`config.mk`:
```
export PLATFORM = sky130hd
export DESIGN_NAME = pwm_submodule
export DESIGN_NICKNAME = d
export VERILOG_FILES = /design/src/design/pwm_pkg.sv /design/src/design/pwm_submodule.sv
export VERILOG_INCLUDE_DIRS = /design/src /design/src/design
export SDC_FILE = /design/constraint.sdc
export NUM_CORES = 1
export LEC_CHECK = 0
export ABC_AREA = 1
export BUFFER_PORTS_ARGS = -buffer_cell sky130_fd_sc_hd__clkbuf_2
export CAP_MARGIN = 20
export CORE_MARGIN = 1
export CORE_UTILIZATION = 35
export CTS_CLUSTER_SIZE = 24
export DETAILED_ROUTE_END_ITERATION = 16
export PLACE_DENSITY = 0.55
export SYNTH_ARGS = -nofsm -noshare
export SYNTH_HDL_FRONTEND = slang
export SYNTH_SLANG_ARGS = --single-unit
export TNS_END_PERCENT = 50
```
`constraint.sdc`:
```
create_clock -name core_clk_i -period 2.3 [get_ports core_clk_i]
set_clock_uncertainty 0.05 [all_clocks]
set_input_delay 0.345 -clock core_clk_i [delete_from_list [all_inputs] [get_ports core_clk_i]]
set_output_delay 0.345 -clock core_clk_i [all_outputs]
set_load 0.005 [all_outputs]
```
`src/design/pwm_defines.svh`:
```
/*
  Register offsets, field positions, reset values and timing counts of the
  pulse-width-modulation submodule.
  Assumes inclusion by bare name from the design file.
*/
`ifndef PWM_DEFINES_SVH
`define PWM_DEFINES_SVH

// ==========================================================================
// Register byte offsets
`define PWM_OFS_COUNT       4'h0
`define PWM_OFS_PERIOD      4'h4
`define PWM_OFS_PULSE       4'h8
`define PWM_OFS_CTRL        4'hC

// ==========================================================================
// Control/status field positions
`define PWM_CTRL_PRE_LSB    0
`define PWM_CTRL_PRE_MSB    7
`define PWM_CTRL_SHARED_LSB 8
`define PWM_CTRL_SHARED_MSB 9
`define PWM_CTRL_EN_BIT     16
`define PWM_CTRL_TRANSPARENT_MODE_BIT_BIT   17
`define PWM_CTRL_POL_BIT    18
`define PWM_CTRL_DIR_BIT    19
`define PWM_CTRL_FF_BIT     24
`define PWM_CTRL_PIN_BIT    25

// ==========================================================================
// Reset values
`define PWM_RST_COUNT       16'h0000
`define PWM_RST_PERIOD      16'h0000
`define PWM_RST_PULSE       16'h0000
`define PWM_RST_PRE         8'h00
`define PWM_RST_SHARED      2'h0

// ==========================================================================
// Counter constants
`define PWM_CNT_ONE         16'h0001
`define PWM_CNT_ZERO        16'h0000
`define PWM_PRE_MAX         8'hFF

// Shared prescaler terminal counts (/2, /4, /8, /16)
`define PWM_SHARED_END2     4'h1
`define PWM_SHARED_END4     4'h3
`define PWM_SHARED_END8     4'h7
`define PWM_SHARED_END16    4'hF

// AXI responses
`define PWM_RESP_OKAY       2'h0
`define PWM_RESP_SLVERR     2'h2

`endif

```
`src/design/pwm_pkg.sv`:
```
/*
  Types shared by the pulse-width-modulation submodule.
  Assumes the constants header is on the include path.
*/
package pwm_pkg;
  typedef logic [15:0] pwm_word_t;
  typedef logic [7:0]  pwm_pre_t;
  typedef logic [1:0]  pwm_resp_t;
endpackage

```
`src/design/pwm_submodule.sv`:
```
/*
  Pulse-width-modulation submodule with AXI4-Lite register slave: shared
  prescaler, 8-bit own prescaler, 16-bit down-counter with period reload,
  double-buffered pulse width and an output flip-flop with polarity and
  direction control.
  Registers: count 0x0, period 0x4, pulse width 0x8, control 0xC; the
  control word holds preload [7:0], shared select [9:8], enable 16,
  transparent 17, polarity 18, direction 19, flip-flop 24 and pin 25.
  Assumes one 125 MHz clock, an asynchronous active-low reset and a master
  keeping AXI4-Lite handshake rules.
*/
// Implementation choices: the AXI4-Lite register port and the placing of the registers.
// How it works
// - Own 8-bit prescaler after shared prescaler, 256 ratios
// - Enable edge loads prescaler preload into prescaler
// - Counter write also stores period register
// - Transparent mode: period write also loads counter
// - Enabled counter decrements at prescaler rate, readable
// - Count 0x0001 reloads period into counter
// - Buffered period reaches counter only at reload
// - Period 0x0000 gives 65536-count free run
// - Period 0x0001 matches every count, never below
// - Period 0x0002 toggles two, one, reload
// - Pulse width held visible plus hidden buffer
// - Transparent mode copies pulse width into buffer
// - Disabled: pulse width write also updates buffer
// - Buffered pulse width moves at count 0x0001
// - Set at width match, reset at 0x0001
// - Visible pulse width untouched by hardware
// - Width from one count to period minus one
// - Pin buffer with polarity and direction control
`timescale 1ns/1ps
`include "pwm_defines.svh"

module pwm_submodule (
  input  wire logic             core_clk_i,
  input  wire logic             rstn_i,
  input  wire logic [3:0]       s_axi_awaddr_i,
  input  wire logic             s_axi_awvalid_i,
  output logic                  s_axi_awready_o,
  input  wire logic [31:0]      s_axi_wdata_i,
  input  wire logic [3:0]       s_axi_wstrb_i,
  input  wire logic             s_axi_wvalid_i,
  output logic                  s_axi_wready_o,
  output pwm_pkg::pwm_resp_t    s_axi_bresp_o,
  output logic                  s_axi_bvalid_o,
  input  wire logic             s_axi_bready_i,
  input  wire logic [3:0]       s_axi_araddr_i,
  input  wire logic             s_axi_arvalid_i,
  output logic                  s_axi_arready_o,
  output logic [31:0]           s_axi_rdata_o,
  output pwm_pkg::pwm_resp_t    s_axi_rresp_o,
  output logic                  s_axi_rvalid_o,
  input  wire logic             s_axi_rready_i,
  input  wire logic             pwm_pin_i,
  output logic                  pwm_pin_o,
  output logic                  pwm_pin_oe_o
);
  import pwm_pkg::*;

  // ========================================================================
  // State
  logic             aw_held_ff, nxt_aw_held;
  logic             w_held_ff, nxt_w_held;
  logic [3:0]       awaddr_ff, nxt_awaddr;
  logic [31:0]      wdata_ff, nxt_wdata;
  logic [3:0]       wstrb_ff, nxt_wstrb;
  logic             bvalid_ff, nxt_bvalid;
  pwm_resp_t        bresp_ff, nxt_bresp;
  logic             rvalid_ff, nxt_rvalid;
  pwm_resp_t        rresp_ff, nxt_rresp;
  logic [31:0]      rdata_ff, nxt_rdata;

  pwm_word_t        count_ff, nxt_count;
  pwm_word_t        period_ff, nxt_period;
  pwm_word_t        pulse_vis_ff, nxt_pulse_vis;
  pwm_word_t        pulse_buf_ff, nxt_pulse_buf;
  pwm_pre_t         pre_load_ff, nxt_pre_load;
  logic [1:0]       shared_sel_ff, nxt_shared_sel;
  logic             enable_ff, nxt_enable;
  logic             transparent_mode_bit_ff, nxt_transparent_mode_bit;
  logic             pol_ff, nxt_pol;
  logic             dir_ff, nxt_dir;
  logic [3:0]       shared_cnt_ff, nxt_shared_cnt;
  pwm_pre_t         pre_cnt_ff, nxt_pre_cnt;
  logic             out_ff, nxt_out;
  logic             pin_o_ff, nxt_pin_o;
  logic             pin_oe_ff, nxt_pin_oe;

  logic             wr_fire;
  logic             rd_fire;
  logic             shared_tick;
  logic             pwm_tick;
  logic             wr_count;
  logic             wr_period;
  logic             wr_pulse;
  logic             wr_ctrl;
  logic [3:0]       shared_div;
  pwm_word_t        wr_half;
  logic [31:0]      ctrl_word;
  logic             nxt_awready;
  logic             nxt_wready;
  logic             nxt_arready;

  // ========================================================================
  // AXI4-Lite write and read channels
  assign wr_fire = aw_held_ff && w_held_ff && !bvalid_ff;
  assign rd_fire = s_axi_arvalid_i && s_axi_arready_o;
  assign wr_half = {wstrb_ff[1] ? wdata_ff[15:8] : 8'h00, wdata_ff[7:0]};
  assign wr_count  = wr_fire && (awaddr_ff == `PWM_OFS_COUNT);
  assign wr_period = wr_fire && (awaddr_ff == `PWM_OFS_PERIOD);
  assign wr_pulse  = wr_fire && (awaddr_ff == `PWM_OFS_PULSE);
  assign wr_ctrl   = wr_fire && (awaddr_ff == `PWM_OFS_CTRL);

  always_comb begin
    ctrl_word = 32'h0000_0000;
    ctrl_word[`PWM_CTRL_PRE_MSB:`PWM_CTRL_PRE_LSB]       = pre_load_ff;
    ctrl_word[`PWM_CTRL_SHARED_MSB:`PWM_CTRL_SHARED_LSB] = shared_sel_ff;
    ctrl_word[`PWM_CTRL_EN_BIT]   = enable_ff;
    ctrl_word[`PWM_CTRL_TRANSPARENT_MODE_BIT_BIT] = transparent_mode_bit_ff;
    ctrl_word[`PWM_CTRL_POL_BIT]  = pol_ff;
    ctrl_word[`PWM_CTRL_DIR_BIT]  = dir_ff;
    ctrl_word[`PWM_CTRL_FF_BIT]   = out_ff;
    ctrl_word[`PWM_CTRL_PIN_BIT]  = pwm_pin_i;
  end

  always_comb begin
    nxt_aw_held = aw_held_ff;
    nxt_awaddr  = awaddr_ff;
    nxt_w_held  = w_held_ff;
    nxt_wdata   = wdata_ff;
    nxt_wstrb   = wstrb_ff;
    nxt_bvalid  = bvalid_ff;
    nxt_bresp   = bresp_ff;
    nxt_rvalid  = rvalid_ff;
    nxt_rresp   = rresp_ff;
    nxt_rdata   = rdata_ff;
    if (s_axi_awvalid_i && s_axi_awready_o) begin
      nxt_aw_held = 1'b1;
      nxt_awaddr  = s_axi_awaddr_i;
    end
    if (s_axi_wvalid_i && s_axi_wready_o) begin
      nxt_w_held = 1'b1;
      nxt_wdata  = s_axi_wdata_i;
      nxt_wstrb  = s_axi_wstrb_i;
    end
    if (wr_fire) begin
      nxt_aw_held = 1'b0;
      nxt_w_held  = 1'b0;
      nxt_bvalid  = 1'b1;
      // Unaligned address: error response, no register touched
      nxt_bresp   = (awaddr_ff[1:0] == 2'h0) ? `PWM_RESP_OKAY : `PWM_RESP_SLVERR;
    end else if (bvalid_ff && s_axi_bready_i) begin
      nxt_bvalid = 1'b0;
    end
    if (rd_fire) begin
      nxt_rvalid = 1'b1;
      nxt_rresp  = `PWM_RESP_OKAY;
      case (s_axi_araddr_i)
        `PWM_OFS_COUNT:  nxt_rdata = {16'h0000, count_ff};
        `PWM_OFS_PERIOD: nxt_rdata = {16'h0000, period_ff};
        `PWM_OFS_PULSE:  nxt_rdata = {16'h0000, pulse_vis_ff};
        `PWM_OFS_CTRL:   nxt_rdata = ctrl_word;
        // Unmapped read: zero data with error response
        default: begin
          nxt_rdata = 32'h0000_0000;
          nxt_rresp = `PWM_RESP_SLVERR;
        end
      endcase
    end else if (rvalid_ff && s_axi_rready_i) begin
      nxt_rvalid = 1'b0;
    end
  end

  // ========================================================================
  // Ready generation
  // No new beat while a slot is held or the response waits
  always_comb begin
    nxt_awready = !nxt_aw_held && !(s_axi_awvalid_i && s_axi_awready_o);
    nxt_wready  = !nxt_w_held && !(s_axi_wvalid_i && s_axi_wready_o);
    nxt_arready = !nxt_rvalid && !rd_fire;
    if (nxt_bvalid || bvalid_ff) begin
      nxt_awready = 1'b0;
      nxt_wready  = 1'b0;
    end
  end

  always_ff @(posedge core_clk_i or negedge rstn_i) begin
    if (!rstn_i) begin
      aw_held_ff <= 1'b0;
      awaddr_ff  <= 4'h0;
      w_held_ff  <= 1'b0;
      wdata_ff   <= 32'h0000_0000;
      wstrb_ff   <= 4'h0;
      bvalid_ff  <= 1'b0;
      bresp_ff   <= `PWM_RESP_OKAY;
      rvalid_ff  <= 1'b0;
      rresp_ff   <= `PWM_RESP_OKAY;
      rdata_ff   <= 32'h0000_0000;
      s_axi_awready_o <= 1'b0;
      s_axi_wready_o  <= 1'b0;
      s_axi_arready_o <= 1'b0;
    end else begin
      aw_held_ff <= nxt_aw_held;
      awaddr_ff  <= nxt_awaddr;
      w_held_ff  <= nxt_w_held;
      wdata_ff   <= nxt_wdata;
      wstrb_ff   <= nxt_wstrb;
      bvalid_ff  <= nxt_bvalid;
      bresp_ff   <= nxt_bresp;
      rvalid_ff  <= nxt_rvalid;
      rresp_ff   <= nxt_rresp;
      rdata_ff   <= nxt_rdata;
      s_axi_awready_o <= nxt_awready;
      s_axi_wready_o  <= nxt_wready;
      s_axi_arready_o <= nxt_arready;
    end
  end

  assign s_axi_bvalid_o = bvalid_ff;
  assign s_axi_bresp_o  = bresp_ff;
  assign s_axi_rvalid_o = rvalid_ff;
  assign s_axi_rresp_o  = rresp_ff;
  assign s_axi_rdata_o  = rdata_ff;

  // ========================================================================
  // Control register
  always_comb begin
    nxt_pre_load   = pre_load_ff;
    nxt_shared_sel = shared_sel_ff;
    nxt_enable     = enable_ff;
    nxt_transparent_mode_bit       = transparent_mode_bit_ff;
    nxt_pol        = pol_ff;
    nxt_dir        = dir_ff;
    if (wr_ctrl) begin
      if (wstrb_ff[0]) begin
        nxt_pre_load = wdata_ff[`PWM_CTRL_PRE_MSB:`PWM_CTRL_PRE_LSB];
      end
      if (wstrb_ff[1]) begin
        nxt_shared_sel = wdata_ff[`PWM_CTRL_SHARED_MSB:`PWM_CTRL_SHARED_LSB];
      end
      if (wstrb_ff[2]) begin
        nxt_enable = wdata_ff[`PWM_CTRL_EN_BIT];
        nxt_transparent_mode_bit   = wdata_ff[`PWM_CTRL_TRANSPARENT_MODE_BIT_BIT];
        nxt_pol    = wdata_ff[`PWM_CTRL_POL_BIT];
        nxt_dir    = wdata_ff[`PWM_CTRL_DIR_BIT];
      end
    end
  end

  // ========================================================================
  // Prescalers: shared /2,/4,/8,/16 then own 256-ratio divider
  always_comb begin
    case (shared_sel_ff)
      2'h0:    shared_div = `PWM_SHARED_END2;
      2'h1:    shared_div = `PWM_SHARED_END4;
      2'h2:    shared_div = `PWM_SHARED_END8;
      default: shared_div = `PWM_SHARED_END16;
    endcase
  end

  // Shared divider runs free; own divider holds while disabled
  // Counter ticks only while enabled
  assign shared_tick = (shared_cnt_ff == shared_div);
  assign pwm_tick    = enable_ff && shared_tick && (pre_cnt_ff == `PWM_PRE_MAX);

  always_comb begin
    nxt_shared_cnt = shared_tick ? 4'h0 : shared_cnt_ff + 4'h1;
    nxt_pre_cnt    = pre_cnt_ff;
    if (nxt_enable && !enable_ff) begin
      nxt_pre_cnt = nxt_pre_load;
    end else if (enable_ff && shared_tick) begin
      if (pre_cnt_ff == `PWM_PRE_MAX) begin
        nxt_pre_cnt = pre_load_ff;
      end else begin
        nxt_pre_cnt = pre_cnt_ff + 8'h01;
      end
    end
  end

  // ========================================================================
  // Down-counter, period and pulse width
  always_comb begin
    nxt_count     = count_ff;
    nxt_period    = period_ff;
    nxt_pulse_vis = pulse_vis_ff;
    nxt_pulse_buf = pulse_buf_ff;
    nxt_out       = out_ff;
    if (pwm_tick) begin
      if (count_ff == `PWM_CNT_ONE) begin
        nxt_count     = period_ff;
        nxt_pulse_buf = pulse_vis_ff;
        nxt_out       = 1'b0;
      end else begin
        nxt_count = count_ff - 16'h0001;
      end
      // Width match sets, 0x0001 resets; period one keeps output set unless width is zero
      // Compare against the width that belongs to the reloaded period
      if (nxt_count == nxt_pulse_buf && nxt_pulse_buf != `PWM_CNT_ZERO) begin
        nxt_out = 1'b1;
      end
      if (period_ff == `PWM_CNT_ONE) begin
        nxt_out = (nxt_pulse_buf != `PWM_CNT_ZERO);
      end
    end
    // Software write in the tick cycle wins over counting
    if (wr_count) begin
      nxt_count  = wr_half;
      nxt_period = wr_half;
    end
    if (wr_period) begin
      nxt_period = wr_half;
      if (transparent_mode_bit_ff) begin
        nxt_count = wr_half;
      end
    end
    if (wr_pulse) begin
      nxt_pulse_vis = wr_half;
      if (transparent_mode_bit_ff || !enable_ff) begin
        nxt_pulse_buf = wr_half;
      end
    end
  end

  // Pin buffer with polarity and direction
  // Registered beside the flip-flop so the pin cannot glitch
  always_comb begin
    nxt_pin_o  = nxt_out ^ nxt_pol;
    nxt_pin_oe = nxt_dir;
  end

  always_ff @(posedge core_clk_i or negedge rstn_i) begin
    if (!rstn_i) begin
      pre_load_ff   <= `PWM_RST_PRE;
      shared_sel_ff <= `PWM_RST_SHARED;
      enable_ff     <= 1'b0;
      transparent_mode_bit_ff       <= 1'b0;
      pol_ff        <= 1'b0;
      dir_ff        <= 1'b0;
      shared_cnt_ff <= 4'h0;
      pre_cnt_ff    <= `PWM_RST_PRE;
      count_ff      <= `PWM_RST_COUNT;
      period_ff     <= `PWM_RST_PERIOD;
      pulse_vis_ff  <= `PWM_RST_PULSE;
      pulse_buf_ff  <= `PWM_RST_PULSE;
      out_ff        <= 1'b0;
      pin_o_ff      <= 1'b0;
      pin_oe_ff     <= 1'b0;
    end else begin
      pre_load_ff   <= nxt_pre_load;
      shared_sel_ff <= nxt_shared_sel;
      enable_ff     <= nxt_enable;
      transparent_mode_bit_ff       <= nxt_transparent_mode_bit;
      pol_ff        <= nxt_pol;
      dir_ff        <= nxt_dir;
      shared_cnt_ff <= nxt_shared_cnt;
      pre_cnt_ff    <= nxt_pre_cnt;
      count_ff      <= nxt_count;
      period_ff     <= nxt_period;
      pulse_vis_ff  <= nxt_pulse_vis;
      pulse_buf_ff  <= nxt_pulse_buf;
      out_ff        <= nxt_out;
      pin_o_ff      <= nxt_pin_o;
      pin_oe_ff     <= nxt_pin_oe;
    end
  end

  assign pwm_pin_o    = pin_o_ff;
  assign pwm_pin_oe_o = pin_oe_ff;

endmodule

```
-- Word level (Yosys, flattened, before mapping)
Index checks and enable logic that the tools add are counted.
Widths: inputs -> output; s select.
- flip-flop bits (word level): 162
- bits of input ports: 52
- output and inout port bits: 43
- logic and storage cells: 124
- $add $sub $neg: 3
- equal/unequal tests: 13
- muxes and demuxes: 42
- bitwise logic cells: 1
- reduce and logical (&&, ||, !) cells: 38
- operator list (operator ; count):
    $mux 16 ; 13
    $pmux 26 s4 ; 1
    $mux 8 ; 6
    $eq 16x1->1 const B ; 2
    $logic_and 1x1->1 ; 18
    $mux 1 ; 18
    $eq 16x16->1 ; 1
    $eq 4x4->1 const B ; 4
    $reduce_bool 16->1 ; 1
    $sub 16x1->16 const B ; 1
    $pmux 4 s3 ; 1
    $add 8x1->8 const B ; 1
    $eq 4x3->1 const B ; 2
    $eq 8x8->1 const B ; 1
    $logic_not 1->1 ; 8
    $logic_not 4->1 ; 2
    $add 4x1->4 const B ; 1
    $eq 4x4->1 ; 1
    $logic_not 2->1 ; 2
    $mux 2 ; 2
    $mux 4 ; 1
    $reduce_and 2->1 ; 2
    $reduce_bool 2->1 ; 2
    $reduce_or 4->1 ; 1
    other kinds (4) ; 5

-- Longest topological paths before layout
- word-level depth: 12
- depth in mapped cells: 22
- mapped depth without buffers: 21

-- Least setup slack after synthesis
OpenSTA, ideal clock, no wires.
- path kind: register to register
- from: register count_ff[1]
- to: register pin_o_ff (netlist: pwm_pin_o)
- setup time: 117 ps
- arrival: 2041 ps
- required time: 2133 ps
- path slack: 92 ps
- cell stages (with the launch flop): 19
- path buffers: 1
- clock period less this slack: 2208 ps
- cells stage by stage: dfrtp_1 inv_1 ha_1 inv_1 nor2_1 nand2_1 nor2_4 nand2_4 buf_6 nand2_1 nand2_2 nor4_1 nand2_1 nor2_1 nor2_1 nand2_1 nand2_1 nand2_1 nand2_1
- longest elaborated chain between the ends: 9
- elaborated cells between the ends (all ways): 14
- classes of those cells: add/sub: 1; eq/ne: 2; mux: 8; bitwise: 1; reduce/logical: 2
- ends and longest elaborated chain (item ; RTL line ; RTL):
    start, declared ; pwm_submodule.sv:74 ; pwm_word_t count_ff, nxt_count;
    start signal, assigned ; pwm_submodule.sv:342 ; count_ff <= `PWM_RST_COUNT;
    start signal, assigned ; pwm_submodule.sv:358 ; count_ff <= nxt_count;
    $sub 16x1->16 / $eq 16x1->1 (equally long branches) ; -- ;
    $mux 16 ; pwm_submodule.sv:290 ; if (count_ff == `PWM_CNT_ONE) begin
    $mux 16 ; pwm_submodule.sv:289 ; if (pwm_tick) begin
    $eq 16x16->1 / $reduce_bool 16->1 (equally long branches) ; -- ;
    $logic_and 1x1->1 (no source line) ; -- ;
    $mux 1 ; pwm_submodule.sv:299 ; if (nxt_count == nxt_pulse_buf && nxt_pulse_buf != `PWM_CNT_ZERO) begin
    $mux 1 (*) ; pwm_submodule.sv:302 ; if (period_ff == `PWM_CNT_ONE) begin
    $mux 1 (*) ; pwm_submodule.sv:289 ;
    via nxt_out ; pwm_submodule.sv:86 ; logic out_ff, nxt_out;
    $xor 1x1->1 (*) ; pwm_submodule.sv:328 ; nxt_pin_o = nxt_out ^ nxt_pol;
    via nxt_pin_o ; pwm_submodule.sv:87 ; logic pin_o_ff, nxt_pin_o;
    end signal, assigned ; pwm_submodule.sv:363 ; pin_o_ff <= nxt_pin_o;
    end, declared ; pwm_submodule.sv:87 ;
The timed path passes the listed nets; every way through them passes the cells marked *. The select of a mux whose other input is x is not followed.
A chain may end at the register's enable or synchronous reset.

-- Worst setup path in the final report
Ends and elaborated chain as after synthesis.

==> impl_metrics.toml <==
[floorplanning]
core-area_sq_um = 22800
ios = 95
rows = 55
dieWidth_um = 155
initial_core_util_pct = 36.0
die_y_um = 155
die_area_sq_um = 24100

[routing]
drcViolationCount = 0
ant_nets = 0
num_vias = 7955
wl_per_cell_um = 16.7
drt_iter0_markers = 609
routed_wl_um = 26900
drtPass1Iterations = 5
via_per_inst = 4.94

[sta]
slew_headroom_pct = 66.5
setup_slack_ns = -0.143
fin_crit_ns = 2.44
max_freq_mhz = 409
finalHoldViolCount = 0
slew_violations = 0
setup_viol = 2
setup_tns_ns = -0.283
worst_slew_pin_slew_ns = 0.500
grt_setup_unrepaired = "yes"
holdWs_ns = 0.0460
fin_crit_sh_pct = 106

[logic_synthesis]
ys_top_cells_by_area = "dfrtp_1, nand2_1, o21ai_0, inv_1, nand3_1"
yosys.cell_types.count = 46
yosysWarnings = 0
ys_ff_latch = 150
synthArstFlopShare_pct = 100
yosysTopAreaCellShare_pct = 45.7
syn-cell-area_sq_um = 8220
syn_inst = 1096
yosys.area.top_type = "dfrtp_1"
synth_area_per_cell_sq_um = 7.50
ys_seq_area_share_pct = 45.7
synthFlopType = "dfrtp_1"
synth_edf_count = 0

[global_route]
grt_max_degree = 43
grt_antenna_before_repair = 1
grt_pass1_vias = 7490
grt_usage_pct = 23.5
grt-ovfl-total = 0
grt_first_pass_wirelength_um = 42800

[worst_setup_path]
critPathRequiredTime_ns = 2.58
cp_top_family = "simple AND/OR/NAND/NOR gates"
cp_slowest_cell = "dfrtp_1"
cp-start-kind = "register"
critPathArrivalTime_ns = 2.72
critPathBufInv = 3
cp_max_fo = 6
critPathKind = "reg2reg"
reg2reg_from = "count_ff[1]"
crit_path_start = "count_ff[1]"
worstSetupEndpointType = "register"
crit_top_cell = "nand2_1"
path_cells = "inv_2 > ha_4 > inv_4 > nor2_4 > nand2_2 > nor2_4 > nand2_8 > buf_12 > nand2_1 > nand2_2 > nor3_4 > nand4_1 > nor2_1 > nor2_1 > nand2_4 > nand2_4 > nand2_1 > nand2_1"
slowest_delay_ns = 0.39

[clock_tree]
numCtsBuffers = 17
clock_sinks = 150
cts_buffer_depth = 2
htreeDepth = 4
root_buffer = "clkbuf_16"
cts_tree = "done"
clk_latency_ns = 0.44
clk_pin_slew_worst_paths_ns = 0.07

[power]
p_leak_nw = 5.39
p_per_area_nw_per_um2 = 1310
vdd_drop_max_mv = 0.560

[flow_run]
cap_violations = 0

[layout]
final_area_sq_um = 10800
layout-drive-gt1-share_pct = 25.8
postLayoutCoreUtil_pct = 47.3
num_antenna_cells = 0
final_nets = 1340
area_growth_pct = 31.6

[placement]
io_buffers = 69
place_hpwl_um = 19700
globalplace.congestion = 0.962
dpl_cell_area_sq_um = 9820

[worst_hold_path]
holdCritStartpoint = "s_axi_wstrb_i[2]"
hp-class = "in2reg"

[run_status]
status = "finished with violations"
violations = "negative setup slack"
==> power by group <==
group          internal (W)  switching [W]
Sequential          0.00357       0.000874
Combinational       0.00303        0.00397
Clock               0.00147        0.00125
==> logic make-up (layout without fill, tap and decap cells) <==
family / Yosys count / count (layout) / synth area share [%]
adder cells (fa/ha/maj): 4 / 4 / 0.609
XOR/XNOR: 7 / 7 / 0.746
AND/OR/NAND/NOR: 567 / 567 / 30.1
AO/OA/AOI/OAI: 198 / 198 / 14.1
flip-flops: 150 / 150 / 45.7
buffers and inverters: 169 / 359 / 8.74
other: 1 / 12 / 0.0456
==> worst register-to-register path: cells and delay by family, from the launching register on <==
kind | cells | cell delay, ns
and+or+nand+nor | 14 | 1.46
DFF | 1 | 0.39
buffers and inverters | 3 | 0.29
adders and majority gates | 1 | 0.16
==> per-stage QoR <==
| stage | power [W] | setup WS, ns | std cells |
|---|---|---|---|
| global placement | 0.0107 | -0.231 | 1564 |
| global route | 0.0152 | -0.276 | 1610 |
| CTS | 0.0138 | -0.117 | 1605 |
| floorplan | 0.00781 | 0.0924 | 1107 |
| finish | 0.0142 | -0.143 | 1610 |
| detailed placement | 0.0108 | -0.257 | 1564 |
==> flip-flops by register name (all words and copies together) (netlist names), 2 cells and up <==
name           cells
awaddr_ff          4
count_ff          16
period_ff         16
pre_cnt_ff         8
pre_load_ff        8
pulse_buf_ff      16
pulse_vis_ff      16
s_axi_rdata_o     22
shared_cnt_ff      4
shared_sel_ff      2
wdata_ff          20
wstrb_ff           3
==> routing by layer <==
layer,routed length (um),track usage [%],vias to the layer above
met5,0,0,-
met3,1560,3.76,40
li1,-,-,3923
met4,612,8.40,0
met2,11500,34.7,260
met1,13200,34.5,3732
==> path summary, 6_finish.rpt <==
kind	to	slack, ns	cells past startpoint
max	pwm_pin_o	-0.14	18
min	wstrb_ff[2]	0.05	3
max reg2reg	pwm_pin_o	-0.14	18
min reg2reg	s_axi_wready_o	0.41	1
max in group asynchronous	period_ff[1]	1.23	3
min in group asynchronous	wdata_ff[11]	0.35	2
==> final cells by class <==
type | instances | area, sq um
Clock buffer | 19 | 453
Clock inverter | 13 | 115
Fill cell | 2344 | 12000
Inverter | 122 | 468
Multi-Input combinational cell | 788 | 4060
Sequential cell | 150 | 3760
Tap cell | 313 | 392
Timing Repair Buffer | 204 | 1560
Timing Repair inverter | 1 | 7.51
==> cell usage after synthesis, drive strengths merged, types with 7 or more instances <==
| cell | count |
|---|---|
| nand3b | 9 |
| o2111ai | 10 |
| o21ai | 101 |
| nor2 | 60 |
| a22oi | 17 |
| o22ai | 15 |
| clkbuf | 24 |
| buf | 23 |
| nand3 | 71 |
| nand2 | 398 |
| inv | 120 |
| o211ai | 7 |
| nor3 | 11 |
| dfrtp | 150 |
| a21oi | 34 |
==> cell usage in the layout (no fill, tap or decap), types with 7 or more instances in the layout <==
| cell | netlist | routed |
|---|---|---|
| nand2_1 | 385 | 359 |
| dfrtp_1 | 150 | 146 |
| buf_4 | 15 | 115 |
| inv_1 | 116 | 112 |
| o21ai_0 | 96 | 93 |
| clkbuf_2 | 0 | 68 |
| nand3_1 | 71 | 66 |
| nor2_1 | 44 | 34 |
| a21oi_1 | 34 | 34 |
| nand2_2 | 9 | 28 |
| a22oi_1 | 17 | 17 |
| clkbuf_16 | 0 | 17 |
| o22ai_1 | 15 | 15 |
| buf_12 | 0 | 14 |
| nor2_2 | 8 | 13 |
| nor2_4 | 7 | 12 |
| conb_1 | 1 | 12 |
| nand2_4 | 4 | 10 |
| o2111ai_1 | 10 | 10 |
| nand3b_1 | 9 | 9 |
| o211ai_1 | 7 | 7 |
==> what timing repair did <==
item                       4_1_cts  5_1_grt
hold buffers                     1        0
buffers inserted                 8        5
setup endpoints to repair        2       36
gates resized for setup         46       44
hold endpoints to repair        38        0
pin swaps                       20       19
cloned                           1        0
No activity file was read; power rests on OpenSTA's default activity.
